[config.mk]
export PLATFORM = sky130hd
export DESIGN_NAME = usb_link_config_register
export DESIGN_NICKNAME = d
export VERILOG_FILES = /design/src/usb_link_cfg_pkg.sv /design/src/resume_timer.sv /design/src/ux_exit_handshake.sv /design/src/usb_link_config_register.sv
export SDC_FILE = /design/constraint.sdc
export NUM_CORES = 1
export LEC_CHECK = 0
export ABC_AREA = 1
export BUFFER_PORTS_ARGS = -buffer_cell sky130_fd_sc_hd__buf_4
export CELL_PAD_IN_SITES_DETAIL_PLACEMENT = 1
export CELL_PAD_IN_SITES_GLOBAL_PLACEMENT = 2
export CORE_ASPECT_RATIO = 0.9
export CORE_MARGIN = 8
export CORE_UTILIZATION = 31
export DETAILED_ROUTE_END_ITERATION = 7
export GPL_TIMING_DRIVEN = 0
export PLACE_DENSITY = 0.82
export SLEW_MARGIN = 20
export SYNTH_ARGS = -nofsm -noshare
export SYNTH_HDL_FRONTEND = slang
export SYNTH_SLANG_ARGS = --single-unit
[constraint.sdc]
create_clock -name aclk -period 4.5 [get_ports aclk]
set_input_delay 0.9 -clock aclk [delete_from_list [all_inputs] [get_ports aclk]]
set_output_delay 0.9 -clock aclk [all_outputs]
set_load 0.02 [all_outputs]
[src/usb_link_cfg_pkg.sv]
// Constants, field layout and carrier types of the USB link configuration register bank
package usb_link_cfg_pkg;

  // Register byte offsets
  localparam logic [11:0] CFG0_OFF = 12'h080;
  localparam logic [11:0] STATUS_OFF = 12'h084;
  localparam logic [11:0] PROTECT_OFF = 12'h088;

  // Field positions inside usb_link_config0
  localparam int RSVD_BIT = 31;
  localparam int LINK_POWER_MGMT_CAPABILITY_BIT = 30;
  localparam int SUSP_BIT = 29;
  localparam int THR_LSB = 24;
  localparam int BIN_LSB = 20;
  localparam int BOUT_LSB = 16;
  localparam int SPD_LSB = 13;
  localparam int OVL_BIT = 12;
  localparam int CFG_LSB = 12;
  localparam int CFG_MSB = 30;

  // Connect speed encodings
  localparam logic [2:0] SPD_SUPER = 3'h4;
  localparam logic [2:0] SPD_HIGH = 3'h0;
  localparam logic [2:0] SPD_FULL = 3'h1;

  // AXI responses
  localparam logic [1:0] RESP_OKAY = 2'h0;
  localparam logic [1:0] RESP_SLVERR = 2'h2;

  // Resume signalling time: base plus one step per code increment
  localparam int CLK_MHZ = 20;
  localparam int RESUME_BASE_US = 50;
  localparam int RESUME_STEP_US = 75;
  localparam int RESUME_BASE_CYC = RESUME_BASE_US * CLK_MHZ;
  localparam int RESUME_STEP_CYC = RESUME_STEP_US * CLK_MHZ;
  localparam int RESUME_CNT_W = 16;

  // Configuration fields, in the same order as bits 30:12 of the register
  typedef struct packed {
    logic link_power_mgmt_capability;
    logic suspend_allow;
    logic [4:0] resume_duration_threshold;
    logic [3:0] bulk_in_burst_limit;
    logic [3:0] bulk_out_burst_limit;
    logic [2:0] connect_speed_select;
    logic lfps_overlap_check_enable;
  } link_cfg_t;

  localparam link_cfg_t CFG_RST = '{
    link_power_mgmt_capability: 1'b0,
    suspend_allow: 1'b1,
    resume_duration_threshold: 5'h00,
    bulk_in_burst_limit: 4'h0,
    bulk_out_burst_limit: 4'h0,
    connect_speed_select: SPD_SUPER,
    lfps_overlap_check_enable: 1'b0
  };
  localparam logic PROTECT_RST = 1'b0;

  // Link-side events after synchronisation
  typedef struct packed {
    logic lpm_req;
    logic [3:0] hird;
    logic l1_exit;
    logic suspend_cond;
    logic ux_exit_start;
    logic remote_lfps;
    logic ts_seen;
  } link_in_t;

endpackage

[src/resume_timer.sv]
// Times resume signalling from L1 for a duration chosen by a four-bit code
`timescale 1ns/1ps
`default_nettype none
module resume_timer #(
  parameter int BASE_CYC = usb_link_cfg_pkg::RESUME_BASE_CYC,
  parameter int STEP_CYC = usb_link_cfg_pkg::RESUME_STEP_CYC
) (
  // Clock and reset
  input wire logic aclk,
  input wire logic aresetn,
  // Control
  input wire logic start,
  input wire logic [3:0] code,
  // Status
  output logic active_q,
  output logic done_q
);
  localparam int W = usb_link_cfg_pkg::RESUME_CNT_W;
  logic [W-1:0] cnt_q;
  wire [W-1:0] limit = W'(BASE_CYC) + W'(STEP_CYC) * W'(code);
  wire last = active_q && (cnt_q == limit - W'(1));

  always_ff @(posedge aclk) begin
    if (!aresetn) begin
      active_q <= 1'b0;
      cnt_q <= '0;
      done_q <= 1'b0;
    end else begin
      done_q <= last;
      if (start && !active_q) begin
        active_q <= 1'b1;
        cnt_q <= '0;
      end else if (last) begin
        active_q <= 1'b0;
      end else if (active_q) begin
        cnt_q <= cnt_q + W'(1);
      end
    end
  end
endmodule
`default_nettype wire

[src/ux_exit_handshake.sv]
// Decides when the LFPS handshake on a U1/U2/U3 exit counts as complete
`timescale 1ns/1ps
`default_nettype none
module ux_exit_handshake (
  // Clock and reset
  input wire logic aclk,
  input wire logic aresetn,
  // Control and link events
  input wire logic check_en,
  input wire logic exit_start,
  input wire logic remote_lfps,
  input wire logic ts_seen,
  // Status
  output logic waiting_q,
  output logic done_q
);
  typedef enum logic [0:0] {IDLE, WAIT_REMOTE} hs_state_t;
  hs_state_t state_q;
  hs_state_t state_d;
  logic done_d;

  always_comb begin
    state_d = state_q;
    done_d = 1'b0;
    case (state_q)
      IDLE: begin
        if (exit_start && check_en) begin
          state_d = WAIT_REMOTE;
        end else if (exit_start) begin
          done_d = 1'b1;
        end
      end
      WAIT_REMOTE: begin
        if (remote_lfps || ts_seen) begin
          state_d = IDLE;
          done_d = 1'b1;
        end
      end
      default: state_d = IDLE;
    endcase
  end

  always_ff @(posedge aclk) begin
    if (!aresetn) begin
      state_q <= IDLE;
      done_q <= 1'b0;
      waiting_q <= 1'b0;
    end else begin
      state_q <= state_d;
      done_q <= done_d;
      waiting_q <= (state_d == WAIT_REMOTE);
    end
  end
endmodule
`default_nettype wire

[src/usb_link_config_register.sv]
// USB link configuration register with AXI4-Lite access and the link logic it steers
// Overview of operation
// - The LPM capability bit decides whether an LPM request is accepted into L1 or refused.
// - With suspend_allow clear the PHY suspend pin never asserts; set, it follows valid suspend conditions.
// - In L1 the PHY goes to deep low-power only when host HIRD >= threshold[3:0] and threshold[4] is 1.
// - In L1 the PHY goes to UTMI sleep when host HIRD < threshold[3:0] or threshold[4] is 0.
// - The resume signalling time is 50 us at code zero plus 75 us per code step.
// - The bulk-in burst field gives the SuperSpeed bulk-in burst as packets minus one.
// - The bulk-out burst field gives the SuperSpeed bulk-out burst as packets minus one.
// - The speed field selects SuperSpeed (100), High-Speed (000) or Full-Speed (001) and resets to 100.
// - With overlap check on, a Ux exit waits for remote LFPS or TS1/TS2 before the handshake completes.
// - With overlap check off, a remote Ux exit completes without looking for an LFPS overlap.
// - Every writable field is kept across a soft reset while reset protection is on.
//
// The AXI4-Lite slave port is this design's own decision.
`timescale 1ns/1ps
`default_nettype none
module usb_link_config_register #(
  parameter int ADDR_W = 12,
  parameter int RESUME_BASE_CYC = usb_link_cfg_pkg::RESUME_BASE_CYC,
  parameter int RESUME_STEP_CYC = usb_link_cfg_pkg::RESUME_STEP_CYC
) (
  // Clock and reset
  input wire logic aclk,
  input wire logic aresetn,
  // AXI4-Lite write address
  input wire logic [ADDR_W-1:0] s_axi_awaddr,
  input wire logic s_axi_awvalid,
  output logic s_axi_awready,
  // AXI4-Lite write data
  input wire logic [31:0] s_axi_wdata,
  input wire logic [3:0] s_axi_wstrb,
  input wire logic s_axi_wvalid,
  output logic s_axi_wready,
  // AXI4-Lite write response
  output logic [1:0] s_axi_bresp,
  output logic s_axi_bvalid,
  input wire logic s_axi_bready,
  // AXI4-Lite read address
  input wire logic [ADDR_W-1:0] s_axi_araddr,
  input wire logic s_axi_arvalid,
  output logic s_axi_arready,
  // AXI4-Lite read data
  output logic [31:0] s_axi_rdata,
  output logic [1:0] s_axi_rresp,
  output logic s_axi_rvalid,
  input wire logic s_axi_rready,
  // Controller-side events, same clock
  input wire logic soft_reset,
  input wire logic wake_req,
  // Link and PHY inputs, asynchronous
  input wire logic lpm_req,
  input wire logic [3:0] host_hird,
  input wire logic l1_exit,
  input wire logic suspend_cond,
  input wire logic ux_exit_start,
  input wire logic remote_lfps,
  input wire logic ts_seen,
  // LPM and L1 outputs
  output logic lpm_ack_q,
  output logic lpm_stall_q,
  output logic in_l1_q,
  output logic phy_deep_lp_q,
  output logic utmi_sleep_q,
  output logic resume_drive_q,
  // PHY suspend, active low
  output logic phy_suspend_n_q,
  // Applied configuration and Ux exit handshake completion
  output logic [4:0] bulk_in_burst_pkts_q,
  output logic [4:0] bulk_out_burst_pkts_q,
  output logic [2:0] connect_speed_q,
  output logic lfps_overlap_check_q,
  output logic lfps_handshake_done_q
);

  localparam int SYNC_W = $bits(usb_link_cfg_pkg::link_in_t);

  // Register state
  usb_link_cfg_pkg::link_cfg_t cfg_q;
  usb_link_cfg_pkg::link_cfg_t cfg_d;
  logic protect_q;
  logic protect_d;

  // Bus channel state
  logic aw_held_q;
  logic w_held_q;
  logic [ADDR_W-1:0] awaddr_q;
  logic [31:0] wdata_q;
  logic [3:0] wstrb_q;
  logic bvalid_q;
  logic [1:0] bresp_q;
  logic rvalid_q;
  logic [31:0] rdata_q;
  logic [1:0] rresp_q;

  // Link state
  logic [SYNC_W-1:0] sync1_q;
  logic [SYNC_W-1:0] sync2_q;
  usb_link_cfg_pkg::link_in_t lin;
  logic lpm_req_prev_q;
  logic [3:0] hird_q;
  logic deep_sel_q;
  logic resume_active;
  logic resume_done;
  logic hs_waiting;
  logic hs_done;

  // Two-flop synchronisers for every pin input
  wire [SYNC_W-1:0] sync_in = {lpm_req, host_hird, l1_exit, suspend_cond, ux_exit_start, remote_lfps, ts_seen};
  genvar gi;
  generate
    for (gi = 0; gi < SYNC_W; gi++) begin : g_sync
      always_ff @(posedge aclk) begin
        if (!aresetn) begin
          sync1_q[gi] <= 1'b0;
          sync2_q[gi] <= 1'b0;
        end else begin
          sync1_q[gi] <= sync_in[gi];
          sync2_q[gi] <= sync1_q[gi];
        end
      end
    end
  endgenerate
  // HIRD bits are taken on the request edge; the host holds them stable well before it
  assign lin = usb_link_cfg_pkg::link_in_t'(sync2_q);

  // Write side: address and data may arrive in either order
  wire aw_take = s_axi_awvalid && s_axi_awready;
  wire w_take = s_axi_wvalid && s_axi_wready;
  wire wr_go = aw_held_q && w_held_q && !bvalid_q;
  wire [ADDR_W-1:0] wr_word = {awaddr_q[ADDR_W-1:2], 2'b00};
  wire wr_cfg = wr_go && (wr_word == ADDR_W'(usb_link_cfg_pkg::CFG0_OFF));
  wire wr_stat = wr_go && (wr_word == ADDR_W'(usb_link_cfg_pkg::STATUS_OFF));
  wire wr_prot = wr_go && (wr_word == ADDR_W'(usb_link_cfg_pkg::PROTECT_OFF));
  wire wr_hit = wr_cfg || wr_stat || wr_prot;

  // Current register images
  wire [31:0] cfg_word = {1'b0, cfg_q, 12'h000};
  wire [31:0] stat_word = {24'h00_0000, hs_waiting, lin.suspend_cond, resume_active, deep_sel_q,
                           utmi_sleep_q, phy_deep_lp_q, in_l1_q, ~phy_suspend_n_q};
  wire [31:0] prot_word = {31'h0000_0000, protect_q};

  // Byte-lane merge of write data into the configuration word
  logic [31:0] cfg_merged;
  generate
    for (gi = 0; gi < 4; gi++) begin : g_lane
      assign cfg_merged[gi*8 +: 8] = wstrb_q[gi] ? wdata_q[gi*8 +: 8] : cfg_word[gi*8 +: 8];
    end
  endgenerate

  // Next configuration: a write wins over a soft reset in the same cycle
  always_comb begin
    cfg_d = cfg_q;
    if (soft_reset && !protect_q) begin
      cfg_d = usb_link_cfg_pkg::CFG_RST;
    end
    if (wr_cfg) begin
      cfg_d = usb_link_cfg_pkg::link_cfg_t'(cfg_merged[usb_link_cfg_pkg::CFG_MSB:usb_link_cfg_pkg::CFG_LSB]);
    end
  end
  assign protect_d = (wr_prot && wstrb_q[0]) ? wdata_q[0] : protect_q;

  always_ff @(posedge aclk) begin
    if (!aresetn) begin
      cfg_q <= usb_link_cfg_pkg::CFG_RST;
      protect_q <= usb_link_cfg_pkg::PROTECT_RST;
    end else begin
      cfg_q <= cfg_d;
      protect_q <= protect_d;
    end
  end

  // Write address and data holding registers
  always_ff @(posedge aclk) begin
    if (!aresetn) begin
      aw_held_q <= 1'b0;
      w_held_q <= 1'b0;
      awaddr_q <= '0;
      wdata_q <= 32'h0000_0000;
      wstrb_q <= 4'h0;
    end else begin
      if (aw_take) begin
        aw_held_q <= 1'b1;
        awaddr_q <= s_axi_awaddr;
      end else if (wr_go) begin
        aw_held_q <= 1'b0;
      end
      if (w_take) begin
        w_held_q <= 1'b1;
        wdata_q <= s_axi_wdata;
        wstrb_q <= s_axi_wstrb;
      end else if (wr_go) begin
        w_held_q <= 1'b0;
      end
    end
  end

  // Write response; the status register is read-only and refuses writes
  always_ff @(posedge aclk) begin
    if (!aresetn) begin
      bvalid_q <= 1'b0;
      bresp_q <= usb_link_cfg_pkg::RESP_OKAY;
    end else if (wr_go) begin
      bvalid_q <= 1'b1;
      bresp_q <= (wr_hit && !wr_stat) ? usb_link_cfg_pkg::RESP_OKAY : usb_link_cfg_pkg::RESP_SLVERR;
    end else if (bvalid_q && s_axi_bready) begin
      bvalid_q <= 1'b0;
    end
  end

  assign s_axi_awready = !aw_held_q;
  assign s_axi_wready = !w_held_q;
  assign s_axi_bvalid = bvalid_q;
  assign s_axi_bresp = bresp_q;

  // Read side: one read under way; answer one cycle after the address is taken
  wire ar_take = s_axi_arvalid && !rvalid_q;
  wire [ADDR_W-1:0] rd_word = {s_axi_araddr[ADDR_W-1:2], 2'b00};
  wire rd_cfg = (rd_word == ADDR_W'(usb_link_cfg_pkg::CFG0_OFF));
  wire rd_stat = (rd_word == ADDR_W'(usb_link_cfg_pkg::STATUS_OFF));
  wire rd_prot = (rd_word == ADDR_W'(usb_link_cfg_pkg::PROTECT_OFF));
  wire [31:0] rd_mux = rd_cfg ? cfg_word : rd_stat ? stat_word : rd_prot ? prot_word : 32'h0000_0000;
  wire rd_hit = rd_cfg || rd_stat || rd_prot;

  always_ff @(posedge aclk) begin
    if (!aresetn) begin
      rvalid_q <= 1'b0;
      rdata_q <= 32'h0000_0000;
      rresp_q <= usb_link_cfg_pkg::RESP_OKAY;
    end else if (ar_take) begin
      rvalid_q <= 1'b1;
      rdata_q <= rd_mux;
      rresp_q <= rd_hit ? usb_link_cfg_pkg::RESP_OKAY : usb_link_cfg_pkg::RESP_SLVERR;
    end else if (rvalid_q && s_axi_rready) begin
      rvalid_q <= 1'b0;
    end
  end

  assign s_axi_arready = !rvalid_q;
  assign s_axi_rvalid = rvalid_q;
  assign s_axi_rdata = rdata_q;
  assign s_axi_rresp = rresp_q;

  // LPM handshake and L1 entry
  wire lpm_edge = lin.lpm_req && !lpm_req_prev_q;
  wire lpm_accept = lpm_edge && cfg_q.link_power_mgmt_capability && !in_l1_q;
  wire lpm_refuse = lpm_edge && !lpm_accept;
  wire deep_pick = (lin.hird >= cfg_q.resume_duration_threshold[3:0])
                   && cfg_q.resume_duration_threshold[4];
  wire l1_leave = in_l1_q && (lin.l1_exit || resume_done);

  always_ff @(posedge aclk) begin
    if (!aresetn) begin
      lpm_req_prev_q <= 1'b0;
      lpm_ack_q <= 1'b0;
      lpm_stall_q <= 1'b0;
      in_l1_q <= 1'b0;
      hird_q <= 4'h0;
      deep_sel_q <= 1'b0;
    end else begin
      lpm_req_prev_q <= lin.lpm_req;
      lpm_ack_q <= lpm_accept;
      lpm_stall_q <= lpm_refuse;
      if (lpm_accept) begin
        in_l1_q <= 1'b1;
        hird_q <= lin.hird;
        deep_sel_q <= deep_pick;
      end else if (l1_leave) begin
        in_l1_q <= 1'b0;
      end
    end
  end

  // PHY power state in L1; resume signalling ends both modes
  always_ff @(posedge aclk) begin
    if (!aresetn) begin
      phy_deep_lp_q <= 1'b0;
      utmi_sleep_q <= 1'b0;
      phy_suspend_n_q <= 1'b1;
    end else begin
      phy_deep_lp_q <= in_l1_q && !l1_leave && !resume_active && deep_sel_q;
      utmi_sleep_q <= in_l1_q && !l1_leave && !resume_active && !deep_sel_q;
      phy_suspend_n_q <= !(cfg_q.suspend_allow && lin.suspend_cond);
    end
  end

  // Device-initiated resume from L1 lasts the time the threshold code selects
  resume_timer #(
    .BASE_CYC(RESUME_BASE_CYC),
    .STEP_CYC(RESUME_STEP_CYC)
  ) u_resume (
    .aclk(aclk),
    .aresetn(aresetn),
    .start(wake_req && in_l1_q),
    .code(cfg_q.resume_duration_threshold[3:0]),
    .active_q(resume_active),
    .done_q(resume_done)
  );
  assign resume_drive_q = resume_active;

  // Ux exit handshake with optional LFPS overlap check
  ux_exit_handshake u_ux_exit (
    .aclk(aclk),
    .aresetn(aresetn),
    .check_en(cfg_q.lfps_overlap_check_enable),
    .exit_start(lin.ux_exit_start),
    .remote_lfps(lin.remote_lfps),
    .ts_seen(lin.ts_seen),
    .waiting_q(hs_waiting),
    .done_q(hs_done)
  );
  assign lfps_handshake_done_q = hs_done;

  // Applied configuration; burst fields hold packets minus one, values above 3 pass unchecked
  always_ff @(posedge aclk) begin
    if (!aresetn) begin
      bulk_in_burst_pkts_q <= 5'h01;
      bulk_out_burst_pkts_q <= 5'h01;
      connect_speed_q <= usb_link_cfg_pkg::CFG_RST.connect_speed_select;
      lfps_overlap_check_q <= usb_link_cfg_pkg::CFG_RST.lfps_overlap_check_enable;
    end else begin
      bulk_in_burst_pkts_q <= {1'b0, cfg_q.bulk_in_burst_limit} + 5'h01;
      bulk_out_burst_pkts_q <= {1'b0, cfg_q.bulk_out_burst_limit} + 5'h01;
      connect_speed_q <= cfg_q.connect_speed_select;
      lfps_overlap_check_q <= cfg_q.lfps_overlap_check_enable;
    end
  end

endmodule
`default_nettype wire

# [After elaboration in Yosys (flattened, before gate mapping)]
# Cells that the tools add are included.
[totals] reg_bits=169 wordCells=163 in_bits=79 out_inout_bits=63
[op_classes] eq_ne=10 muxes=28 mul=1 reduce_logical=59 n_lt_le_gt_ge=1 bitwise=4 addsub=5
[op_table] cell="== test 10 x 6 -> 1 bit (second input constant)" count=6
[op_table] cell="2-to-1 mux 19 bit" count=2
[op_table] cell="2-to-1 mux 31 bit" count=1
[op_table] cell="logical AND 1 bit" count=28
[op_table] cell="2-to-1 mux 8 bit" count=3
[op_table] cell="2-to-1 mux 1 bit" count=17
[op_table] cell="adder 10 x 15 -> 16 bit (first input constant)" count=1
[op_table] cell="adder 16 x 1 -> 16 bit (second input constant)" count=1
[op_table] cell="== test 16 bit" count=1
[op_table] cell="subtractor 16 x 1 -> 16 bit (second input constant)" count=1
[op_table] cell="nonzero test 2 bit" count=7
[op_table] cell="logical NOT 1 bit" count=13
[op_table] cell="multiplier 9 x 4 -> 13 bit (first input constant)" count=1
[op_table] cell="adder 4 x 1 -> 5 bit (second input constant)" count=2
[op_table] cell="AND reduction 2 bit" count=4
[op_table] cell="2-to-1 mux 7 bit" count=1
[op_table] cell="logical OR 1 bit" count=6
[op_table] cell="!= test 2 bit (second input constant)" count=3
[op_table] cell=">= comparator 4 bit" count=1
[op_table] cell="2-to-1 mux 2 bit" count=2
[op_table] cell="inverter 1 bit" count=4
[op_table] cell="one-hot mux 1 bit (2 select lines)" count=2
[op_table] cell="OR reduction 2 bit" count=1

# [Logic depth before layout (Yosys ltp)]
# Gate-level depths: netlist (run 1).
[logic_depth] word_depth=7 ltp_mapped=24 mapped_depth_nobuf=23

# [Modules after synthesis]
# Synthesis (run 1) repeated with hierarchy kept, for this count alone.
[unflattened] hier_cells=1018 area_unflattened_um2=7359.6
[modules_own_cells] mod="usb_link_config_register" n_inst=1 area_each_um2=4843.4 seq_area_each_um2=2582.5 cells_each=612
[modules_own_cells] mod="resume_timer" n_inst=1 area_each_um2=2429.8 seq_area_each_um2=360.3 cells_each=392
[modules_own_cells] mod="ux_exit_handshake" n_inst=1 area_each_um2=86.3 seq_area_each_um2=40.0 cells_each=14

# [Worst setup path before layout (run 1)]
# No wires, ideal clock.
[synth_path] path_kind="flip-flop to flip-flop" startpoint="register cfg_q[14] (netlist bit)" endpoint="register u_resume.cnt_q[9]" period_less_slack_ps=3293 n_path_buf=1 t_arrival_ps=3223 t_required_ps=4430 setup_ps=70 path_stages_with_launch=22 setup_slack_ps=1207 cell_sequence="dfxtp_1 fa_1 ha_1 fa_1 nand2_1 inv_2 nand2_2 nand2_2 nand2_1 nand3_1 nand2_4 nand3_2 nor2_2 nand2_1 nand2_1 nand2_1 nor2_4 nand3_4 nand2_8 buf_12 nand2_1 a21oi_1"
[synth_via] elab_chain_cells=7
[synth_lines] item="start, declared" line_no="usb_link_config_register.sv:79" text="usb_link_cfg_pkg::link_cfg_t cfg_q;"
[synth_lines] item="start signal, assigned" line_no="usb_link_config_register.sv:165" text="cfg_q <= usb_link_cfg_pkg::CFG_RST;"
[synth_lines] item="start signal, assigned" line_no="usb_link_config_register.sv:168" text="cfg_q <= cfg_d;"
[synth_lines] item="multiplier 9 x 4 -> 13 bit" line_no="resume_timer.sv:20" text="wire [W-1:0] limit = W'(BASE_CYC) + W'(STEP_CYC) * W'(code);"
[synth_lines] item="adder 10 x 15 -> 16 bit" line_no="resume_timer.sv:20"
[synth_lines] item="subtractor 16 x 1 -> 16 bit" line_no="resume_timer.sv:21" text="wire last = active_q && (cnt_q == limit - W'(1));"
[synth_lines] item="== test 16 bit" line_no="resume_timer.sv:21"
[synth_lines] item="logical AND 1 bit" line_no="resume_timer.sv:21"
[synth_lines] item="inverter 1 bit (no source line)"
[synth_lines] item="AND reduction 2 bit (no source line)"
[synth_lines] item="end signal, assigned" line_no="resume_timer.sv:36" text="cnt_q <= cnt_q + W'(1);"
[synth_lines] item="end, declared" line_no="resume_timer.sv:19" text="logic [W-1:0] cnt_q;"
# Every way passes these cells.
# A chain may end at the register's enable or synchronous reset.

# [Worst setup path in the final report (run 1)]
[layout_path] startpoint="register cfg_q[14] (netlist bit)" endpoint="register u_resume.cnt_q[7]"
# Same word-level chain as after synthesis.

==> results of run 1 <==
==> placed cells by master (no fill, tap or decap), drive strengths merged, types with 3 or more instances in the layout <==
master / Yosys / final
clkinvlp: 0 / 3
fa: 5 / 5
nor3: 29 / 29
nor4: 3 / 3
conb: 1 / 7
nand2: 218 / 218
o21a: 3 / 3
clkinv: 2 / 8
clkbuf: 27 / 44
xor2: 14 / 14
o22ai: 6 / 6
nand3: 86 / 86
dfxtp: 149 / 149
a21oi: 59 / 59
nand4: 10 / 10
o21ai: 63 / 63
nor2: 103 / 103
buf: 12 / 129
inv: 126 / 132
a211oi: 8 / 8
ha: 25 / 25
==> state kept, by name, indices dropped and copies added (netlist names), 10 cells and up <==
signal          count
awaddr_q           10
s_axi_rdata        27
cfg_q              19
sync1_q            10
wdata_q            20
lin                10
u_resume.cnt_q     16
==> report_power, final <==
part	internal (mW)	leakage, nW	switching, mW
combinational	0.0945	2.59	0.149
clock	0.751	0.285	0.659
sequential	1.37	1.22	0.0225
total	2.21	4.09	0.831
==> area by class of cell <==
type,instances,area [sq um]
multi-input combinational,654,3432
clock inverter,15,182.7
timing repair buffer,117,878.3
buffer,39,234.0
sequential,149,2983
inverter,128,480.5
clock buffer,17,425.4
fill,2837,13520
tap,297,371.6
==> cell families (layout without fill, tap and decap cells) <==
logic type      count (synthesis)  in the layout
flops                         149            149
buf+inv                       167            316
other cells                     1              7
xor+xnor                       15             15
simple gates                  453            453
compound gates                149            149
fa+ha+maj                      30             30
==> worst max-delay path by stage <==
| stage | cells past startpoint | endpoint |
|---|---|---|
| 6_report | 22 | u_resume.cnt_q[7] |
| 5_1_grt | 22 | u_resume.cnt_q[9] |
| 4_1_cts | 22 | u_resume.cnt_q[7] |
| 3_5_place_dp | 22 | u_resume.cnt_q[12] |
| 3_3_place_gp | 22 | u_resume.cnt_q[11] |
| 2_1_floorplan | 21 | u_resume.cnt_q[9] |
==> per-stage QoR <==
stage | area (sq um) | hold WS [ps]
2_1_floorplan | 7129 | 378.1
3_3_place_gp | 8379 | 395.4
3_5_place_dp | 8379 | 402.0
4_1_cts | 8987 | 417.4
5_1_grt | 8987 | 426.5
6_report | 8987 | 412.8
==> per-layer routing <==
metal,vias up,GRT usage (%),routed length (um)
met5,-,0,0
met4,0,3.504,242
met3,13,3.913,891
met2,111,25.90,10310
met1,3176,22.21,11390
li1,3391,-,-
==> worst max-delay path, stage by stage, from the launching register on <==
cell and delay (ps):
dfxtp_1 480, ha_1 350, ha_1 310, ha_1 280
fa_1 470, nand2_1 170, inv_2 60, nand2_2 80
nand2_2 90, nand2_1 70, nand2_1 110, nor2_1 130
nand2_1 140, nand2_1 120, nand2_1 50, nand3_1 60
nand2_1 80, nor2_4 100, nand3_4 180, nand2_8 150
buf_12 130, nand2_1 60, a21oi_1 130
==> metrics.txt, run 1 <==
run status=finished, final reports clean; H-tree levels=4; register area share after synthesis=41.97%; Reg clk slew, reported paths=70 ps; Worst Path Arrival=4250 ps; clock sinks=149; n_diodes=0; initial antenna violation count=0; Hold Fails Final Rpt=0; Adder-Cell Fraction of Synth Area=5.810%; chip height=159.6 um; Synth Area in Compound Gates=11.60%; worst reg-to-reg setup slack=600 ps; global placement routability congestion=0.8135; final-report setup violation count=0; crit path max fanout=10; min setup slack post-route=600.0 ps; Worst Hold Launch=sync1_q[4]; worst-case hold path end point=lin[4]; simple logic cell fraction of the synthesized area=28.66%; layout cells sized above 1=18.14%; RSZ-0062 raised after global routing=no; RR Startpoint=cfg_q[14]; Finished Core Util=39.92%; critical path type=reg -> reg; Core Rows=52; largest area contributor in the netlist=dfxtp_1; Initial Util=31.57%; largest net degree at the start of global routing=19; top post-synthesis cells by area=dfxtp_1 (42%), nand2_1 (10%), inv_1 (6.5%); dpl cells=1384; Syn Area/Cell=7.372 sq um; PortBufs=117; chip width=175.6 um; post-synth cell types=46; DIE AREA=28030 sq um; largest family of logic cells by synthesized area=simple AND/OR/NAND/NOR gates; Async SR Flop Fraction=0%; synthesized instance count=964; CTS tree=yes; register bit total from synthesis=149; Total Power=3.042 mW; WL final=22830 um; synthesized area=7107 sq um; clk buf depth=2; Core Box Area=22510 sq um; reg-to-reg critical path endpoint=u_resume.cnt_q[7]; hold buffers post-CTS=0; CP Launch Point=cfg_q[14]; skew final=13.82 ps; Req. time, crit path=4850 ps; xor/xnor share of the synthesized area=1.849%; maximum VDD drop=0.2672 mV; top_reg_cell synth=dfxtp_1; area grow syn2layout=26.46%; Residual DRC=0; CTS Root Cell=clkbuf_16; EDFF count, synth=0; top cells by count, synth=nand2_1 (198), dfxtp_1 (149), inv_1 (124), nor2_1 (96), nand3_1 (79); CTS-repair resized insts=0; post-route minimum period=3900 ps; Wirelength per Cell=16.12 um; post-synth top area share=41.97%; number of setup buffers added after CTS=0; leakage=4.094 nW; slew at the pin closest to its max-slew limit=732.3 ps; most frequent cell after synthesis=nand2_1; FMAX=256.4 MHz; Cell Pwr Density=338.4 nW/um^2; period utilization=86.67%; gr usage total=16.37%; Setup WS pre-CTS=566.2 ps; vias per cell=4.725; nets=1215; worst min path class=reg -> reg; synth warn=0; relative max-transition margin=51.18%; TritonRoute pass-1 iters=4; number of max-slew violations in the final report=0; Setup TNS=0 ps; DP HPWL=17930 um; Max-Cap Viols=0; Final Non-Filler Cells=1416; Crit. End Element=flip-flop; hold path cells=2; vias in the first global route=6979; Worst Setup Start Kind=flip-flop; IO Count=142; clock latency at the later pin of the worst-skew pair=420 ps; DRT antenna net count=0; GRT overflow=0; via count=6691; reg2reg path depth=22; multiplexer share of the synthesized area=0%; Starting DRT DRC Count=285; Num CTS Buffers=17; first-pass GRT wire length=37000 um
Note: power is estimated with default switching activity, not from simulation.
==> inputs of run 2 (changes only) <==
- PLACE_DENSITY: 0.82 -> default
- PLACE_DENSITY_LB_ADDON: default -> 0.1
- SKIP_CTS_REPAIR_TIMING: default -> 1
- SYNTH_HIERARCHICAL: default -> 1
==> run 2 against run 1 <==
Clock skew is 0.56 ps higher. Sequential power about the same. Largest cell class unchanged. Combinational power is 7% higher. Highest routed layer unchanged. Global-route usage barely moved. Routed wire length increased by 0.42%. Flip-flop and latch count stayed put. Utilization fell by 0.25 points. Maximum frequency fell by 0.85%. Final cell count grew 4.2%. First-iteration DRC count is 1.4% lower. Worst setup slack worse by 34 ps. Critical path depth is 1 higher.
==> metrics.txt, run 2 <==
run status=finished, final reports clean; CP dominant cell by count=nand2_1; Total Power=3.153 mW; Cell Pwr Density=340.5 nW/um^2; sequential power share=44.1%; commonest cells after routing, fill and taps aside=nand2_1 (215), dfxtp_1 (149), inv_1 (129); Num CTS Buffers=17; FMAX=254.2 MHz; Worst Path Arrival=4290 ps; via count=6753; CTS Root Cell=clkbuf_16; Initial Util=31.53%; Finished Core Util=39.67%; sw frac=26.70%; synthesized area=7360 sq um; top post-synthesis cells by area=dfxtp_1 (41%), nand2_1 (11%), nand3_1 (6.7%); CTS tree=yes; layout cells sized above 1=19.25%; GRT overflow=0; RSZ-0062 raised after global routing=no; period utilization=87.41%; area grow syn2layout=25.82%; register area share after synthesis=40.53%; Wirelength per Cell=15.53 um; slew at the pin closest to its max-slew limit=700.8 ps; DRT antenna net count=0; global placement routability congestion=0.8232; Hold Fails Final Rpt=0; post-synth top area share=40.53%; vias in the first global route=7145; number of max-slew violations in the final report=0; DIE AREA=28930 sq um; leakage=4.381 nW; synthesized instance count=1018; post-synth cell types=42; commonest non-fill, non-tap cell in the layout=nand2_1; Slowest-stage cell, CP=dfxtp_1; worst min path class=reg -> reg; combinational power share=8.3%; nets=1271; initial antenna violation count=0; Setup TNS=0 ps; gr usage total=16.41%; Starting DRT DRC Count=281; EDFF count, synth=0; clock latency at the later pin of the worst-skew pair=430 ps; internal power=2.311 mW; worst path buffer plus inverter count=5; first-pass GRT wire length=37920 um; crit-path cells=inv_1 -> fa_1 -> inv_1 -> ha_1 -> buf_6 -> nand2_1 -> nand2_1 -> inv_1 -> nand3_1 -> nand2_1 -> nand3_1 -> nand2_1 -> nand2_2 -> nand2_2 -> nand2_1 -> nand2_1 -> nand2_1 -> nor2_2 -> nand3_4 -> nand2_4 -> buf_8 -> nand2_2 -> a21oi_1; Core Box Area=23340 sq um; IO Count=142; n_diodes=0; Async SR Flop Fraction=0%; Crit. End Element=flip-flop; Req. time, crit path=4850 ps; largest area contributor in the netlist=dfxtp_1; PortBufs=118; DP HPWL=18120 um; Residual DRC=0; Clock power frac=47.6%; register bit total from synthesis=149; max FFs per register=27; skew final=14.37 ps; Max-Cap Viols=0; critical path type=reg -> reg; reg2reg path depth=23; relative max-transition margin=53.28%; Reg clk slew, reported paths=70 ps; WL final=22930 um; hold path cells=2; reg-to-reg critical path endpoint=u_resume/cnt_q[14]; clk buf depth=2; maximum VDD drop=0.1670 mV; top_reg_cell synth=dfxtp_1; post-route minimum period=3934 ps; H-tree levels=4; crit path max fanout=12; worst-case hold path end point=lin[2]; Crit path max-delay family=simple AND/OR/NAND/NOR gates; Worst Hold Launch=sync1_q[2]; Core Rows=53; worst reg-to-reg setup slack=570 ps; vias per cell=4.575; TritonRoute pass-1 iters=4; final-report setup violation count=0; top cells by count, synth=nand2_1 (215), dfxtp_1 (149), inv_1 (129), nor2_1 (122), nand3_1 (98); max incr delay on CP=690 ps; RR Startpoint=cfg_q[12]; Worst Setup Start Kind=flip-flop; chip width=178.4 um; chip height=162.2 um; clock sinks=149; synth warn=6; Switch Pwr=842.0 uW; Syn Area/Cell=7.229 sq um; most frequent cell after synthesis=nand2_1; largest net degree at the start of global routing=17
run 2: cell types whose count changed in the layout (fill, tap and decap cells not counted), moves of 5 or more:
cell and change:
nand2_1 +17, inv_1 +5, o22ai_1 -6, nand3_1 +19, nor2_1 +26, nand3b_1 +7, a21oi_1 -16, buf_2 +8
a21oi_2 +7, nor3_1 -8, nor2_2 +6, clkbuf_1 -7
run 2: stage by stage:
stage | hold slack, ps | setup slack, ps | cell area (sq um) | instances
2_1_floorplan | 380.7 | 1237 | 7382 | 1024
3_3_place_gp | 396.2 | 550.1 | 8646 | 1444
3_5_place_dp | 400.2 | 482.3 | 8646 | 1444
4_1_cts | 407.8 | 471.4 | 9260 | 1476
5_1_grt | 426.2 | 100.7 | 9260 | 1476
6_report | 402.6 | 566.5 | 9260 | 1476
run 2: kinds of logic (layout without fill, tap and decap cells):
logic type / count (synthesis) / count (layout) / share of synthesized area, %
other: 1 / 7 / 0.05095
buffers and inverters: 174 / 324 / 9.860
flip-flops: 149 / 149 / 40.53
AND/OR/NAND/NOR: 522 / 522 / 32.39
adder cells (fa/ha/maj): 31 / 31 / 5.780
AO/OA/AOI/OAI: 124 / 124 / 9.368
XOR/XNOR: 17 / 17 / 2.023
run 2: power by group through the flow:
stage | Sequential, mW | Clock [mW] | Combinational, mW
2_1_floorplan | 1.43 | 0 | 0.133
3_3_place_gp | 1.42 | 0 | 0.261
3_5_place_dp | 1.42 | 0 | 0.264
4_1_cts | 1.39 | 1.54 | 0.265
5_1_grt | 1.40 | 1.59 | 0.293
6_report | 1.39 | 1.50 | 0.261
run 2: routing by layer:
| metal | vias up | part of all wire [%] | global-route usage, % | wire, um |
|---|---|---|---|---|
| met5 | - | 0 | 0 | 0 |
| met4 | 0 | 1.7 | 5.295 | 394 |
| met3 | 25 | 3.7 | 3.156 | 857 |
| met2 | 102 | 44 | 25.86 | 10200 |
| met1 | 3103 | 50 | 22.13 | 11480 |
| li1 | 3523 | - | - | - |
run 2: worst min-delay path, delay by kind of cell, from the launching register on:
family,cells,cell delay [ps]
buffers and inverters,1,40
flip-flops,1,310
AND/OR/NAND/NOR,1,50
run 2: worst max path at each step:
stage | start | endpoint | slack [ps] | cells past startpoint
after floorplan | cfg_q[13] | u_resume/cnt_q[11] | 1240 | 18
after global placement | cfg_q[12] | u_resume/cnt_q[12] | 550 | 23
after detailed placement | cfg_q[12] | u_resume/cnt_q[14] | 480 | 23
after CTS | cfg_q[12] | u_resume/cnt_q[2] | 470 | 23
after global routing | cfg_q[12] | u_resume/cnt_q[4] | 100 | 23
final | cfg_q[12] | u_resume/cnt_q[14] | 570 | 23
run 2: cell type report:
cell class | count | area [sq um]
fill | 2930 | 14080
multi-input combinational | 701 | 3674
sequential | 149 | 2983
timing repair buffer | 118 | 885.9
inverter | 135 | 506.7
clock buffer | 17 | 425.4
tap | 302 | 377.9
buffer | 39 | 219.0
clock inverter | 15 | 188.9
